$ cat src/charger_fault_pkg.sv
// Package with constants, register map and carrier types for the charger fault block
package charger_fault_pkg;

  // ****************************************************************
  // Clock and timing
  // ****************************************************************
  localparam int unsigned CLK_HZ = 40_000_000;
  localparam int unsigned OVERLOAD_TIME_MS = 30;
  localparam int unsigned OVERLOAD_CYCLES = (CLK_HZ / 1000) * OVERLOAD_TIME_MS;
  localparam int unsigned OVL_CNT_W = 21;

  // ****************************************************************
  // Register byte offsets
  // ****************************************************************
  localparam logic [7:0] CTRL_OFFSET = 8'h00;
  localparam logic [7:0] MODE_OFFSET = 8'h04;
  localparam logic [7:0] STATUS_OFFSET = 8'h08;
  localparam logic [7:0] MASK_OFFSET = 8'h0C;
  localparam logic [7:0] STATE_OFFSET = 8'h10;

  // ****************************************************************
  // Field positions and reset values
  // ****************************************************************
  localparam int unsigned IND_SEL_LSB = 0;
  localparam int unsigned MODE_BOOST_BIT = 0;
  localparam int unsigned MODE_CHARGE_BIT = 1;
  localparam logic [1:0] IND_SEL_RESET = 2'h0;
  localparam logic [1:0] MODE_RESET = 2'h0;
  localparam logic [4:0] MASK_RESET = 5'h00;
  localparam logic [1:0] IND_CHARGING = 2'h0;
  localparam logic [1:0] IND_LOW = 2'h1;
  localparam logic [1:0] IND_HIZ = 2'h2;
  localparam logic [1:0] AXI_OKAY = 2'h0;
  localparam logic [1:0] AXI_SLVERR = 2'h2;

  // ****************************************************************
  // Types
  // ****************************************************************
  typedef struct packed {
    logic boost_battery_undervoltage_flag;
    logic boost_battery_overvoltage_flag;
    logic charge_battery_overvoltage_flag;
    logic boost_overload_flag;
    logic boost_output_overvoltage_flag;
  } fault_flags_t;

  typedef struct packed {
    logic vin_over_ovp;
    logic inductor_at_limit;
    logic bat_over_ovp;
    logic bat_below_release;
    logic bat_over_max;
    logic bat_below_run_min;
    logic bat_below_start_min;
  } analog_cmp_t;

  typedef enum logic [1:0] {
    PWR_IDLE,
    PWR_CHARGE,
    PWR_BOOST,
    PWR_HIZ
  } power_state_t;

endpackage

$ cat src/sync_2ff.sv
// Two-flop synchroniser for a vector of asynchronous levels
`timescale 1ns/10ps
module sync_2ff #(
  parameter int unsigned WIDTH = 7
) (
  input wire logic clk_i,
  input wire logic reset_i,
  input wire logic [WIDTH-1:0] async_i,
  output logic [WIDTH-1:0] sync_o
);

  logic [WIDTH-1:0] meta_reg;
  logic [WIDTH-1:0] sync_reg;

  always_ff @(posedge clk_i or posedge reset_i) begin
    if (reset_i) begin
      meta_reg <= '0;
      sync_reg <= '0;
    end else begin
      meta_reg <= async_i;
      sync_reg <= meta_reg;
    end
  end

  assign sync_o = sync_reg;

endmodule

$ cat src/charger_fault_protection.sv
// Fault protection, status indicator and register slave of the charger
`timescale 1ns/10ps
module charger_fault_protection
  import charger_fault_pkg::*;
#(
  parameter int unsigned OVERLOAD_LIMIT = OVERLOAD_CYCLES
) (
  input wire logic clk_i,
  input wire logic reset_i,
  input wire logic supply_input_pin_ovp_i,
  input wire logic inductor_limit_i,
  input wire logic battery_sense_pin_ovp_i,
  input wire logic battery_sense_pin_release_i,
  input wire logic battery_sense_pin_max_i,
  input wire logic battery_sense_pin_run_min_i,
  input wire logic battery_sense_pin_start_min_i,
  input wire logic [7:0] s_axi_awaddr_i,
  input wire logic s_axi_awvalid_i,
  output logic s_axi_awready_o,
  input wire logic [31:0] s_axi_wdata_i,
  input wire logic [3:0] s_axi_wstrb_i,
  input wire logic s_axi_wvalid_i,
  output logic s_axi_wready_o,
  output logic [1:0] s_axi_bresp_o,
  output logic s_axi_bvalid_o,
  input wire logic s_axi_bready_i,
  input wire logic [7:0] s_axi_araddr_i,
  input wire logic s_axi_arvalid_i,
  output logic s_axi_arready_o,
  output logic [31:0] s_axi_rdata_o,
  output logic [1:0] s_axi_rresp_o,
  output logic s_axi_rvalid_o,
  input wire logic s_axi_rready_i,
  output logic switching_en_o,
  output logic charging_o,
  output logic hiz_o,
  output logic indicator_o,
  output logic indicator_oe_o,
  output logic irq_n_o
);

  // ****************************************************************
  // Input synchronisation
  // ****************************************************************
  analog_cmp_t cmp_raw;
  analog_cmp_t cmp;

  assign cmp_raw = '{vin_over_ovp: supply_input_pin_ovp_i,
                     inductor_at_limit: inductor_limit_i,
                     bat_over_ovp: battery_sense_pin_ovp_i,
                     bat_below_release: battery_sense_pin_release_i,
                     bat_over_max: battery_sense_pin_max_i,
                     bat_below_run_min: battery_sense_pin_run_min_i,
                     bat_below_start_min: battery_sense_pin_start_min_i};

  sync_2ff #(.WIDTH(7)) u_sync (
    .clk_i(clk_i),
    .reset_i(reset_i),
    .async_i(cmp_raw),
    .sync_o(cmp)
  );

  // ****************************************************************
  // State
  // ****************************************************************
  power_state_t state_reg, state_next;
  logic [1:0] ind_sel_reg, ind_sel_next;
  logic [1:0] mode_reg, mode_next;
  fault_flags_t status_reg, status_next;
  fault_flags_t mask_reg, mask_next;
  logic bat_ov_active_reg, bat_ov_active_next;
  logic boost_started_reg, boost_started_next;
  logic [OVL_CNT_W-1:0] ovl_cnt_reg, ovl_cnt_next;
  logic aw_hold_reg, aw_hold_next;
  logic w_hold_reg, w_hold_next;
  logic [7:0] awaddr_reg, awaddr_next;
  logic [31:0] wdata_reg, wdata_next;
  logic [3:0] wstrb_reg, wstrb_next;
  logic bvalid_reg, bvalid_next;
  logic [1:0] bresp_reg, bresp_next;
  logic rvalid_reg, rvalid_next;
  logic [31:0] rdata_reg, rdata_next;
  logic [1:0] rresp_reg, rresp_next;
  logic switching_reg, switching_next;
  logic charging_reg, charging_next;
  logic hiz_reg, hiz_next;
  logic ind_oe_reg, ind_oe_next;
  logic irq_n_reg, irq_n_next;

  function automatic logic addr_mapped(input logic [7:0] a);
    addr_mapped = (a == CTRL_OFFSET) || (a == MODE_OFFSET) || (a == STATUS_OFFSET) ||
                  (a == MASK_OFFSET) || (a == STATE_OFFSET);
  endfunction

  // ****************************************************************
  // Fault detection and power state
  // ****************************************************************
  fault_flags_t events;
  logic overload_trip;
  logic do_write;
  logic do_read;
  logic reg_reset;
  logic [31:0] rd_word;

  always_comb begin
    events = '0;
    overload_trip = 1'b0;
    ovl_cnt_next = '0;
    state_next = state_reg;
    bat_ov_active_next = bat_ov_active_reg;
    boost_started_next = boost_started_reg;
    unique case (state_reg)
      PWR_IDLE: begin
        if (mode_reg[MODE_BOOST_BIT]) begin
          state_next = PWR_BOOST;
          boost_started_next = 1'b0;
        end else if (mode_reg[MODE_CHARGE_BIT]) begin
          state_next = PWR_CHARGE;
        end
      end
      PWR_CHARGE: begin
        if (bat_ov_active_reg) begin
          if (cmp.bat_below_release) begin
            bat_ov_active_next = 1'b0;
          end
        end else if (cmp.bat_over_ovp) begin
          bat_ov_active_next = 1'b1;
          events.charge_battery_overvoltage_flag = 1'b1;
        end
        if (!mode_reg[MODE_CHARGE_BIT] && !bat_ov_active_reg) begin
          state_next = PWR_IDLE;
        end
      end
      PWR_BOOST: begin
        boost_started_next = 1'b1;
        if (cmp.inductor_at_limit) begin
          ovl_cnt_next = ovl_cnt_reg + OVL_CNT_W'(1);
          if (ovl_cnt_reg >= OVL_CNT_W'(OVERLOAD_LIMIT)) begin
            overload_trip = 1'b1;
            events.boost_overload_flag = 1'b1;
            ovl_cnt_next = '0;
          end
        end
        if (cmp.vin_over_ovp) begin
          events.boost_output_overvoltage_flag = 1'b1;
          state_next = PWR_HIZ;
        end else if (cmp.bat_over_max) begin
          events.boost_battery_overvoltage_flag = 1'b1;
          state_next = PWR_HIZ;
        end else if (boost_started_reg ? cmp.bat_below_run_min : cmp.bat_below_start_min) begin
          events.boost_battery_undervoltage_flag = 1'b1;
          state_next = PWR_HIZ;
        end else if (overload_trip) begin
          state_next = PWR_IDLE;
        end else if (!mode_reg[MODE_BOOST_BIT]) begin
          state_next = PWR_IDLE;
        end
      end
      PWR_HIZ: begin
        if (!mode_reg[MODE_BOOST_BIT]) begin
          state_next = PWR_IDLE;
        end
      end
    endcase
  end

  // Overload restores control, mode and mask defaults; battery over-voltage release restores control and mask only
  assign reg_reset = overload_trip ||
                     (state_reg == PWR_CHARGE && bat_ov_active_reg && cmp.bat_below_release);

  // ****************************************************************
  // Register bus
  // ****************************************************************
  assign do_write = aw_hold_reg && w_hold_reg && !bvalid_reg;
  assign do_read = s_axi_arvalid_i && !rvalid_reg;

  always_comb begin
    rd_word = '0;
    unique case (s_axi_araddr_i)
      CTRL_OFFSET: rd_word[1:0] = ind_sel_reg;
      MODE_OFFSET: rd_word[1:0] = mode_reg;
      STATUS_OFFSET: rd_word[4:0] = status_reg;
      MASK_OFFSET: rd_word[4:0] = mask_reg;
      STATE_OFFSET: rd_word[3:0] = {bat_ov_active_reg, hiz_reg, charging_reg, switching_reg};
      default: rd_word = '0;
    endcase
  end

  always_comb begin
    aw_hold_next = aw_hold_reg;
    w_hold_next = w_hold_reg;
    awaddr_next = awaddr_reg;
    wdata_next = wdata_reg;
    wstrb_next = wstrb_reg;
    bvalid_next = bvalid_reg && !s_axi_bready_i;
    bresp_next = bresp_reg;
    rvalid_next = rvalid_reg && !s_axi_rready_i;
    rdata_next = rdata_reg;
    rresp_next = rresp_reg;
    ind_sel_next = ind_sel_reg;
    mode_next = mode_reg;
    mask_next = mask_reg;
    status_next = status_reg;
    if (s_axi_awvalid_i && !aw_hold_reg) begin
      aw_hold_next = 1'b1;
      awaddr_next = s_axi_awaddr_i;
    end
    if (s_axi_wvalid_i && !w_hold_reg) begin
      w_hold_next = 1'b1;
      wdata_next = s_axi_wdata_i;
      wstrb_next = s_axi_wstrb_i;
    end
    if (do_write) begin
      aw_hold_next = 1'b0;
      w_hold_next = 1'b0;
      bvalid_next = 1'b1;
      bresp_next = addr_mapped(awaddr_reg) ? AXI_OKAY : AXI_SLVERR;
      if (wstrb_reg[0]) begin
        unique case (awaddr_reg)
          CTRL_OFFSET: ind_sel_next = wdata_reg[1:0];
          MODE_OFFSET: mode_next = wdata_reg[1:0];
          STATUS_OFFSET: status_next = status_reg & ~fault_flags_t'(wdata_reg[4:0]);
          MASK_OFFSET: mask_next = wdata_reg[4:0];
          default: ;
        endcase
      end
    end
    if (do_read) begin
      rvalid_next = 1'b1;
      rdata_next = rd_word;
      rresp_next = addr_mapped(s_axi_araddr_i) ? AXI_OKAY : AXI_SLVERR;
    end
    // Set wins over a simultaneous write-one clear
    status_next = status_next | events;
    if (reg_reset) begin
      ind_sel_next = IND_SEL_RESET;
      mode_next = overload_trip ? MODE_RESET : mode_next;
      mask_next = MASK_RESET;
    end
  end

  // ****************************************************************
  // Outputs
  // ****************************************************************
  always_comb begin
    switching_next = (state_next == PWR_BOOST) ||
                     (state_next == PWR_CHARGE && !bat_ov_active_next);
    charging_next = (state_next == PWR_CHARGE) && !bat_ov_active_next;
    hiz_next = (state_next == PWR_HIZ);
    unique case (ind_sel_next)
      IND_CHARGING: ind_oe_next = charging_next;
      IND_LOW: ind_oe_next = 1'b1;
      IND_HIZ: ind_oe_next = 1'b0;
      default: ind_oe_next = 1'b0;
    endcase
    irq_n_next = ~|(status_next & mask_next);
  end

  always_ff @(posedge clk_i or posedge reset_i) begin
    if (reset_i) begin
      state_reg <= PWR_IDLE;
      ind_sel_reg <= IND_SEL_RESET;
      mode_reg <= MODE_RESET;
      status_reg <= '0;
      mask_reg <= MASK_RESET;
      bat_ov_active_reg <= 1'b0;
      boost_started_reg <= 1'b0;
      ovl_cnt_reg <= '0;
      aw_hold_reg <= 1'b0;
      w_hold_reg <= 1'b0;
      awaddr_reg <= '0;
      wdata_reg <= '0;
      wstrb_reg <= '0;
      bvalid_reg <= 1'b0;
      bresp_reg <= AXI_OKAY;
      rvalid_reg <= 1'b0;
      rdata_reg <= '0;
      rresp_reg <= AXI_OKAY;
      switching_reg <= 1'b0;
      charging_reg <= 1'b0;
      hiz_reg <= 1'b0;
      ind_oe_reg <= 1'b0;
      irq_n_reg <= 1'b1;
    end else begin
      state_reg <= state_next;
      ind_sel_reg <= ind_sel_next;
      mode_reg <= mode_next;
      status_reg <= status_next;
      mask_reg <= mask_next;
      bat_ov_active_reg <= bat_ov_active_next;
      boost_started_reg <= boost_started_next;
      ovl_cnt_reg <= ovl_cnt_next;
      aw_hold_reg <= aw_hold_next;
      w_hold_reg <= w_hold_next;
      awaddr_reg <= awaddr_next;
      wdata_reg <= wdata_next;
      wstrb_reg <= wstrb_next;
      bvalid_reg <= bvalid_next;
      bresp_reg <= bresp_next;
      rvalid_reg <= rvalid_next;
      rdata_reg <= rdata_next;
      rresp_reg <= rresp_next;
      switching_reg <= switching_next;
      charging_reg <= charging_next;
      hiz_reg <= hiz_next;
      ind_oe_reg <= ind_oe_next;
      irq_n_reg <= irq_n_next;
    end
  end

  assign s_axi_awready_o = !aw_hold_reg;
  assign s_axi_wready_o = !w_hold_reg;
  assign s_axi_bvalid_o = bvalid_reg;
  assign s_axi_bresp_o = bresp_reg;
  assign s_axi_arready_o = !rvalid_reg;
  assign s_axi_rvalid_o = rvalid_reg;
  assign s_axi_rdata_o = rdata_reg;
  assign s_axi_rresp_o = rresp_reg;
  assign switching_en_o = switching_reg;
  assign charging_o = charging_reg;
  assign hiz_o = hiz_reg;
  assign indicator_o = 1'b0;
  assign indicator_oe_o = ind_oe_reg;
  assign irq_n_o = irq_n_reg;
endmodule

$ cat config.mk
export PLATFORM = sky130hd
export DESIGN_NAME = charger_fault_protection
export DESIGN_NICKNAME = d
export VERILOG_FILES = /design/src/charger_fault_pkg.sv /design/src/sync_2ff.sv /design/src/charger_fault_protection.sv
export SDC_FILE = /design/constraint.sdc
export NUM_CORES = 1
export LEC_CHECK = 0
export BUFFER_PORTS_ARGS = -buffer_cell sky130_fd_sc_hd__clkbuf_2
export CAP_MARGIN = 40
export CORE_UTILIZATION = 52
export CTS_CLUSTER_DIAMETER = 50
export DETAILED_ROUTE_END_ITERATION = 16
export HOLD_SLACK_MARGIN = 0.12
export MAX_ROUTING_LAYER = met4
export PLACE_DENSITY = 0.86
export SETUP_SLACK_MARGIN = 0.02
export SYNTH_ARGS = -nofsm -noshare
export SYNTH_HDL_FRONTEND = slang
export SYNTH_SLANG_ARGS = --single-unit
export TNS_END_PERCENT = 1
$ cat constraint.sdc
create_clock -name clk_i -period 3.44 [get_ports clk_i]
set_clock_uncertainty 0.2 [all_clocks]
set_input_delay 0 -clock clk_i [delete_from_list [all_inputs] [get_ports clk_i]]
set_output_delay 0 -clock clk_i [all_outputs]
set_load 0.005 [all_outputs]
==> impl_results.md, run 1 <==
* Status: complete, no violations
* Place WS at between 700 and 800 ps
* CP required at 3520 ps
* # IOs at 113
* DRT antenna net count at 0
* Total number of yosys warnings at 0
* Max clock buf depth at 2
* Max cap viols at 0
* Leakage power at around 2.2 nW
* Unique masters post-synth at between 50 and 60
* DR WL/cell at between 10 and 15 um
* Worst Hold Class: flop to flop
* Main flop type after synthesis: dfrtp_1
* Diodes inserted at 0
* Seq/Total Area, Yosys at 54.3%
* Die Span X at between 80 and 90 um
* F_max at between 300 and 400 MHz
* CTS tree: built
* WP data arrival at between 3000 and 4000 ps
* Area leader, netlist: dfrtp_1
* Peak VDD IR at around 0.00042 V
* Largest net degree at the start of global routing at 35
* DR DRC count at 0
* #FFs+latches synth at 83
* Final GP Congestion at slightly above 0.8
* Via Count at about 2800
* Final WL at slightly below 8 mm
* Worst R2R Start: awaddr_reg[6]
* Final setup violation count at 0
* Sequential power share at 51.4%
* Clock root cell: clkbuf_8
* FF-to-FF setup slack at 690 ps
* CP Launch Type: primary input
* Clk slew on worst S/H paths at about 80 ps
* # Post-CTS Setup Buffers at 0
* CP Capture Type: flop
* Gr ovfl total at 0
* Layout cells sized above 1 at 21.1%
* Post-DP HPWL at slightly above 5 mm
* Synth top cells by count: 82 x dfrtp_1, 39 x nor2_1, 30 x buf_4, 25 x nand2_1
* Layout Nets at just over 500
* DRT iter0 DRCs at 231
* Number of global-route vias before repair at about 2800
* Setup TNS at 0 ps
* TritonCTS Sinks at 83
* Placeable Area at roughly 0.0069 mm2
* Initial Util at approximately 55%
* Worst-path maximum fanout at 3
* Sw Pwr at slightly above 0.8 mW
* Vias per cell at just over 5
* Pwr Density at roughly 550 mW/mm2
* Final hold violation count at 0
* Max reg flops at 21
* Fin crit period at approximately 3200 ps
* Gr usage total at around a quarter
* Die H at a little under 90 um
* Normalized max-slew margin at 49.4%
* CTS H-tree depth at 3
* First-pass GRT wire length at between 10 and 15 mm
* Worst slew pin tran at 757 ps
* Worst skew pair latency at between 300 and 400 ps
* Most common cell in the netlist: dfrtp_1
* WS Path Type: primary input to flop
* Syn Area/Cell at 11.1 um2
* Die footprint at a little under 0.008 mm2
* Yosys top cell area share at approximately 54%
* Max Slew Vio Count at 0
* Sw frac at between 30 and 40%
* Post-synth EDFFs at 0
* Internal at roughly 1.8 mW
* Total CTS buffers at 9
* Mapped cell area at roughly 0.0038 mm2
* Filler Cells Inserted at 510
* Largest cells by area after synthesis: dfrtp_1 54%, buf_4 5.9%, mux2_2 5.0%, nor2_1 3.8%, xor2_1 3.0%
* Site row count at 30
* RSZ-0062 raised after global routing: no
* Initial antenna violation count at 0
* Hold Startpoint: u_sync.meta_reg[4]
* Worst setup margin at a little under 200 ps
* Post-synth ARST share at 100%
* Critical Path Start: s_axi_araddr_i[0]
* Clock Power Share at a little over a quarter
* Logic pwr share at 22.5%
* Final worst path period share at between 90% and 100%
* Number of port buffers at 52
* Post-synthesis cell count at about 350
* Drt first pass iters at 4
* Area growth from synthesis to layout at 24.2%
stage by stage:
step,util [%],instance area [um2],cells,power (mW),hold WS (ps)
2_1_floorplan,-,3940,374,1.72,-169
4_1_cts,68.5,4750,550,2.62,147
6_report,68.5,4750,550,2.63,154
3_3_place_gp,58.5,4060,485,1.84,-88.1
5_1_grt,68.5,4750,550,2.77,161
3_5_place_dp,58.8,4080,486,1.89,-199
per-layer routing:
metal  wire [um]  vias to the layer above  GRT usage [%]
li1            -                     1324              -
met1        3240                     1338           28.2
met2        4120                      107           39.8
met3         373                        7           3.96
met4          86                        0           8.79
met5           0                        -              -
timing repair:
action | CTS | global route
resized for setup | 0 | 0
endpoints found under the setup margin | 0 | 0
hold buffers | 48 | 0
hold endpoints to repair | 114 | 0
layout make-up:
class	instances	area, um2	share of cell area, %
Inverter	17	65.1	1.37
Clock buffer	10	128	2.68
Timing Repair Buffer	102	768	16.2
Clock inverter	6	65.1	1.37
Sequential cell	83	2080	43.7
Multi-Input combinational cell	236	1530	32.2
Tap cell	96	120	2.53
worst paths after layout:
| check | to | cells after the start |
|---|---|---|
| max | s_axi_rdata_o[0] | 9 |
| min | u_sync.sync_o[4] | 0 |
| max reg2reg | irq_n_o | 6 |
| min reg2reg | u_sync.sync_o[4] | 0 |
| max in group asynchronous | indicator_oe_o | 6 |
| min in group asynchronous | u_sync.meta_reg[1] | 4 |
worst max-delay path, cell delays in order:
cell and delay (ps):
dlygate4sd3_1 530, clkbuf_2 100, or4_1 550, dlygate4sd3_1 590
nor2_1 160, nand3_1 100, dlygate4sd3_1 590, o21ai_1 140
dlygate4sd3_1 570
power groups by stage:
stage / registers, mW / clock network, mW / logic, mW
global placement: 1.34 / 0 / 0.497
floorplan: 1.31 / 0 / 0.412
CTS: 1.34 / 0.697 / 0.581
global route: 1.38 / 0.734 / 0.658
detailed placement: 1.36 / 0 / 0.527
finish: 1.35 / 0.688 / 0.591
cell families after synthesis:
family                     share of synthesized area (%)
adders and majority gates                          0.654
DFF                                                 54.3
buffers and inverters                               8.57
muxes                                               8.80
AOI/OAI and AO/OA                                   6.93
and+or+nand+nor                                     16.5
xor gates and xnor gates                            4.12
other                                             0.0980
cells in the final DEF, fill, tap and decap left out, types with 2 or more instances in the layout:
cell / n
dlygate4sd3_1: 48
nor4_4: 2
nor3_1: 5
o22ai_1: 4
clkbuf_2: 52
o21ai_0: 5
o21a_1: 2
nand2_1: 25
a31oi_1: 5
dfrtp_1: 82
xnor2_1: 5
mux2i_1: 10
conb_1: 30
xor2_1: 13
nor2b_1: 9
mux2_2: 17
nand3b_1: 2
nand4_1: 3
and3_1: 8
ha_1: 2
a22oi_1: 4
or4_1: 2
clkbuf_8: 9
mux4_2: 2
nand2b_1: 2
nor2_1: 39
nand3_1: 10
clkinv_2: 3
a21oi_1: 3
o21ai_1: 4
a21o_1: 3
inv_1: 16
a211oi_1: 2
No activity file was read; power rests on OpenSTA's default activity.
==> inputs of run 2 (changes only) <==
CORE_UTILIZATION = 53   (was 52)
CTS_BUF_LIST = sky130_fd_sc_hd__clkbuf_8   (was unset)
PLACE_DENSITY = 0.88   (was 0.86)
SKIP_CTS_REPAIR_TIMING = 1   (was unset)
==> run 2 against run 1 <==
  * Via count is 0.32% higher
  * Clock-buffer cell count stayed put
  * Sequential share of layout area is 0.57 points higher
  * Flip-flop and latch count stayed put
  * First-iteration DRC count is 0.43% higher
  * Cell area is 1.3% lower
  * Critical path type unchanged
  * Worst hold slack worse by 65 ps
==> impl_results.md, run 2 (synthesized netlist as in run 1, its figures left out) <==
* Status: complete, no violations (unchanged)
* CP Launch Type: primary input (unchanged)
* Setup TNS at 0 ps (unchanged)
* Number of global-route vias before repair at 2428 (was 2841)
* Max Slew Vio Count at 0 (unchanged)
* CP required at 3520 ps (about the same)
* Area growth from synthesis to layout at 22.6% (was 24.2%)
* Die H at 87.0 um (was 87.8 um)
* Commonest non-fill, non-tap cell in the layout: dfrtp_1 (unchanged)
* WP data arrival at 3140 ps (was 3330 ps)
* Initial Util at 55.7% (was 55.1%)
* Worst setup margin at 380 ps (was 197 ps)
* Worst Hold Class: primary input to asynchronous set/reset pin (was flop to flop)
* Worst slew pin tran at 808 ps (was 757 ps)
* Post-DP HPWL at 4.79 mm (was 5.13 mm)
* F_max at 327 MHz (was 308 MHz)
* CTS H-tree depth at 3 (unchanged)
* Site row count at 30 (unchanged)
* Fin crit period at 3060 ps (was 3240 ps)
* Most frequent cells in the layout: 82 x dfrtp_1, 52 x clkbuf_2, 46 x dlygate4sd3_1 (was 82 x dfrtp_1, 52 x clkbuf_2, 48 x dlygate4sd3_1)
* Final setup violation count at 0 (unchanged)
* CTS tree: built (unchanged)
* Final WL at 7.55 mm (was 7.82 mm)
* Clk slew on worst S/H paths at 80 ps (about the same)
* DR WL/cell at 13.8 um (was 14.2 um)
* DRT iter0 DRCs at 232 (was 231)
* DR DRC count at 0 (unchanged)
* CP Capture Type: flop (unchanged)
* Worst R2R Start: awaddr_reg[6] (unchanged)
* Worst skew pair latency at 350 ps (about the same)
* Pwr Density at 536 mW/mm2 (was 553 mW/mm2)
* Final worst path period share at 89.0% (was 94.3%)
* R2R cell count at 6 (unchanged)
* Max cap viols at 0 (unchanged)
* RSZ-0062 raised after global routing: no (unchanged)
* Max clock buf depth at 2 (unchanged)
* Clock root cell: clkbuf_8 (unchanged)
* Worst-path maximum fanout at 3 (unchanged)
* FF-to-FF setup slack at 750 ps (was 690 ps)
* Normalized max-slew margin at 45.9% (was 49.4%)
* Diodes inserted at 0 (unchanged)
* Number of port buffers at 52 (unchanged)
* DRT antenna net count at 0 (unchanged)
* R2R Path End: irq_n_o (unchanged)
* Largest net degree at the start of global routing at 45 (was 35)
* Via Count at 2785 (was 2776)
* Die Span X at 87.0 um (was 87.8 um)
* WS Path Type: primary input to flop (unchanged)
* # IOs at 113 (unchanged)
* Placeable Area at 0.00687 mm2 (was 0.00694 mm2)
* Place WS at 761 ps (was 793 ps)
* Layout Nets at 514 (was 517)
* Initial antenna violation count at 0 (unchanged)
* Layout cells sized above 1 at 20.8% (was 21.1%)
* Drt first pass iters at 5 (was 4)
* Total CTS buffers at 9 (unchanged)
* Max reg flops at 21 (unchanged)
* Final GP Congestion at 0.857 (was 0.809)
* First-pass GRT wire length at 11.3 mm (was 13.0 mm)
* Die footprint at 0.00756 mm2 (was 0.00771 mm2)
* TritonCTS Sinks at 83 (unchanged)
* Gr usage total at 20.4% (was 23.5%)
* Final hold violation count at 0 (unchanged)
* Gr ovfl total at 0 (unchanged)
* Vias per cell at 5.09 (was 5.05)
* Leakage power at 2.22 nW (was 2.24 nW)
* Peak VDD IR at 0.000428 V (was 0.000424 V)
## run 2: cell types whose count changed in the layout (fill, tap and decap cells not counted)
cell           previous run  this run
dlygate4sd3_1            48        46
inv_1                    16        18
inv_6                     1         0
bufinv_16                 1         0
clkbuf_1                  1         0
clkbuf_8                  9        10
buf_12                    1         0
## run 2: per-stage QoR
step           hold WS (ps)  util [%]  power (mW)  cell area, um2  std cells
2_1_floorplan          -169         -        1.72            3940        374
3_3_place_gp          -89.6      59.1        1.84            4060        485
3_5_place_dp          -90.0      59.1        1.88            4060        485
4_1_cts                -461      61.6        2.49            4230        501
5_1_grt                 132      68.3        2.66            4690        547
6_report               88.4      68.3        2.52            4690        547
## run 2: worst max-delay path: stages
cell           delay (ps)
dlygate4sd3_1         540
clkbuf_2              100
or4_1                 420
dlygate4sd3_1         580
nor2_1                160
nand3_1                90
dlygate4sd3_1         580
o21ai_1               120
dlygate4sd3_1         560
## run 2: layout make-up
type	instances	area, um2
clock inverter	6	33.8
timing repair buffer	99	728
multi-input combinational	236	1530
tap	96	120
fill	512	2180
sequential	83	2080
clock buffer	10	138
inverter	17	65.1
## run 2: worst max-delay path by stage
| stage | start | end | slack (ps) |
|---|---|---|---|
| 6_report | s_axi_araddr_i[6] | s_axi_rdata_o[0] | 380 |
| 5_1_grt | s_axi_araddr_i[6] | s_axi_rdata_o[0] | 240 |
| 4_1_cts | awaddr_reg[6] | irq_n_o | 750 |
| 3_5_place_dp | awaddr_reg[6] | irq_n_o | 760 |
| 3_3_place_gp | awaddr_reg[6] | irq_n_o | 830 |
| 2_1_floorplan | awaddr_reg[6] | irq_n_o | 1060 |
## run 2: layer usage
layer / up-vias / GRT usage [%] / routed length (um)
met1: 1357 / 25.7 / 3260
met4: 0 / 8.48 / 155
met5: - / - / 0
met2: 97 / 31.6 / 3800
li1: 1318 / - / -
met3: 13 / 5.12 / 341
## run 2: power by group
group / switching [mW] / internal [mW]
registers: 0.176 / 1.17
clock network: 0.326 / 0.275
logic: 0.269 / 0.300
total: 0.772 / 1.74
==> inputs of run 3 (changes only) <==
--- a/config.mk
+++ b/config.mk
@@ -8,5 +8,5 @@
 export BUFFER_PORTS_ARGS = -buffer_cell sky130_fd_sc_hd__clkbuf_2
 export CAP_MARGIN = 40
-export CORE_UTILIZATION = 53
+export CORE_UTILIZATION = 45
 export CTS_BUF_LIST = sky130_fd_sc_hd__clkbuf_8
 export CTS_CLUSTER_DIAMETER = 50
@@ -14,5 +14,5 @@
 export HOLD_SLACK_MARGIN = 0.12
 export MAX_ROUTING_LAYER = met4
-export PLACE_DENSITY = 0.88
+export PLACE_DENSITY = 0.77
 export SETUP_SLACK_MARGIN = 0.02
 export SKIP_CTS_REPAIR_TIMING = 1
==> constraint.sdc (replaced) <==
create_clock -name clk_i -period 2.9 [get_ports clk_i]
set_clock_uncertainty 0.2 [all_clocks]
set_input_delay 0 -clock clk_i [delete_from_list [all_inputs] [get_ports clk_i]]
set_output_delay 0 -clock clk_i [all_outputs]
set_load 0.02 [all_outputs]
==> run 3 against run 2 <==
  * Critical path depth decreased by 3
  * Register-to-register slack got worse by 490 ps
  * Worst hold slack improved by 65 ps
  * Sequential power increased by 18%
  * Cell area increased by 2.5%
  * Non-clock buffer count increased by 7
  * Critical endpoint is now irq_n_o
  * Setup slack got worse by 120 ps
==> impl_results.md, run 3 (synthesized netlist as in run 1, its figures left out) <==
* Max Slew Vio Count at 0 (unchanged)
* First-pass GRT wire length at 11.5 mm (was 11.3 mm)
* Initial Util at 46.6% (was 55.7%)
* Die Span X at 94.2 um (was 87.0 um)
* Most frequent cells in the layout: 82 x dfrtp_1, 52 x clkbuf_2, 51 x dlygate4sd3_1 (was 82 x dfrtp_1, 52 x clkbuf_2, 46 x dlygate4sd3_1)
* Drt first pass iters at 4 (was 5)
* Global Route met2 Usage at 27.2% (was 31.6%)
* Site row count at 33 (was 30)
* Fin crit period at 2640 ps
* Layout Nets at 521 (was 514)
* Most used routing layer: met2 (unchanged)
* DR WL/cell at 13.0 um (was 13.8 um)
* Post-DP HPWL at 4.90 mm (was 4.79 mm)
* Final hold violation count at 0 (unchanged)
* Diodes inserted at 0 (unchanged)
* RSZ-0062 raised after global routing: no (unchanged)
* Largest net degree at the start of global routing at 40 (was 45)
* Number of global-route vias before repair at 2542 (was 2428)
* Cells along the critical path: or4_4, nor4_4, and3_2, mux2i_1, o22ai_1, o31ai_1 (was dlygate4sd3_1, clkbuf_2, or4_1, dlygate4sd3_1, nor2_1, nand3_1, dlygate4sd3_1, o21ai_1, dlygate4sd3_1)
* Clk slew on worst S/H paths at 80 ps (about the same)
* Clock root cell: clkbuf_8 (unchanged)
* Worst slew pin tran at 668 ps (was 808 ps)
* Final worst path period share at around nine tenths
* Max clock buf depth at 2 (unchanged)
* Max stage delay cell, worst path: or4_4 (was dlygate4sd3_1)
* WP data arrival at 2690 ps (was 3140 ps)
* Layout cells sized above 1 at 20.8% (about the same)
* Normalized max-slew margin at 55.4% (was 45.9%)
* Worst Hold Class: primary input to flop (was primary input to asynchronous set/reset pin)
* F_max at ~380 MHz
* CP max stage delay at 590 ps (was 580 ps)
* M3 GR Usage at 5.66% (was 5.12%)
* Pwr Density at 683 mW/mm2 (was 536 mW/mm2)
* Die H at 94.2 um (was 87.0 um)
* Hold Slack at 154 ps (was 88.4 ps)
* Vias per cell at 4.90 (was 5.09)
* DRT iter0 DRCs at 112 (was 232)
* Leakage power at 2.27 nW (was 2.22 nW)
* DRT antenna net count at 0 (unchanged)
* TritonCTS Sinks at 83 (unchanged)
* Placed insts at 496 (was 485)
* Final WL at 7.28 mm (was 7.55 mm)
* Total CTS buffers at 9 (unchanged)
* Status: complete, no violations (unchanged)
* Commonest non-fill, non-tap cell in the layout: dfrtp_1 (unchanged)
* CTS tree: built (unchanged)
* WS Path Type: flop to flop (was primary input to flop)
* Setup TNS at 0 ps (unchanged)
* Gr usage total at 17.6% (was 20.4%)
* CP required at 2950 ps (was 3520 ps)
* Max cap viols at 0 (unchanged)
* Final GP Congestion at 0.836 (was 0.857)
* Placeable Area at 0.00822 mm2 (was 0.00687 mm2)
* Die footprint at 0.00888 mm2 (was 0.00756 mm2)
* Met1 GRT Util at 21.6% (was 25.7%)
* Number of port buffers at 52 (unchanged)
* Gr ovfl total at 0 (unchanged)
* Total Power at 3.28 mW (was 2.52 mW)
* Max reg flops at 21 (unchanged)
* CP Capture Type: flop (unchanged)
* Worst skew pair latency at 350 ps (about the same)
* CP Launch Type: flop (was primary input)
* Worst-path maximum fanout at 5 (was 3)
* DR DRC count at 0 (unchanged)
* Final setup violation count at 0 (unchanged)
* CTS H-tree depth at 3 (unchanged)
* # IOs at 113 (unchanged)
* Area growth from synthesis to layout at 25.6% (was 22.6%)
* Peak VDD IR at 0.000455 V (was 0.000428 V)
* Initial antenna violation count at 0 (unchanged)
* Via Count at 2751 (was 2785)
* Fin cells at 562 (was 547)
-- run 3: cell count changes in the layout (fill, tap and decap cells not counted) --
cell	delta
and3_1	-1
and3_2	+1
buf_4	+2
bufinv_16	+2
clkinv_2	-2
clkinv_4	-1
clkinvlp_4	-1
dlygate4sd3_1	+5
inv_1	+1
-- run 3: layout make-up --
type | count | area [um2]
fillers | 690 | 3410
well taps | 105 | 131
clock buffers | 10 | 138
inverters | 17 | 65.1
repair buffers | 106 | 793
flip-flops and latches | 83 | 2080
clock inverters | 5 | 71.3
multi-input cells | 236 | 1530
-- run 3: worst paths after layout --
| check | depth (start not counted) | to | from | slack, ps |
|---|---|---|---|---|
| max in group asynchronous | 5 | irq_n_o | reset_i | 1090 |
| hold / removal | 3 | s_axi_bvalid_o | s_axi_bready_i | 150 |
| min in group asynchronous | 4 | awaddr_reg[7] | reset_i | 620 |
| setup / recovery | 6 | irq_n_o | awaddr_reg[6] | 260 |
| hold reg to reg | 0 | u_sync.sync_o[4] | u_sync.meta_reg[4] | 160 |
| setup reg to reg | 6 | irq_n_o | awaddr_reg[6] | 260 |
-- run 3: metrics by stage --
step / cell area (um2) / setup slack (ps) / util (%)
floorplan: 3940 / 521 / -
global placement: 4090 / 294 / 49.7
detailed placement: 4090 / 197 / 49.7
CTS: 4300 / 170 / 52.3
global route: 4810 / 97.7 / 58.5
finish: 4810 / 264 / 58.5
-- run 3: worst max-delay path, delay by kind of cell (launching register included) --
family           cells  cell delay [ps]
AO/OA/AOI/OAI        2              420
flip-flops           1              390
multiplexers         1              260
AND/OR/NAND/NOR      3             1260
-- run 3: power breakdown --
part           switching (mW)  internal [mW]
sequential              0.208           1.39
combinational           0.412          0.399
clock                   0.383          0.495
-- run 3: metal layers --
| metal | routed length, um | part of all wire [%] |
|---|---|---|
| met5 | 0 | 0 |
| met4 | 82 | 1.1 |
| met3 | 284 | 3.9 |
| met2 | 3640 | 50 |
| met1 | 3280 | 45 |
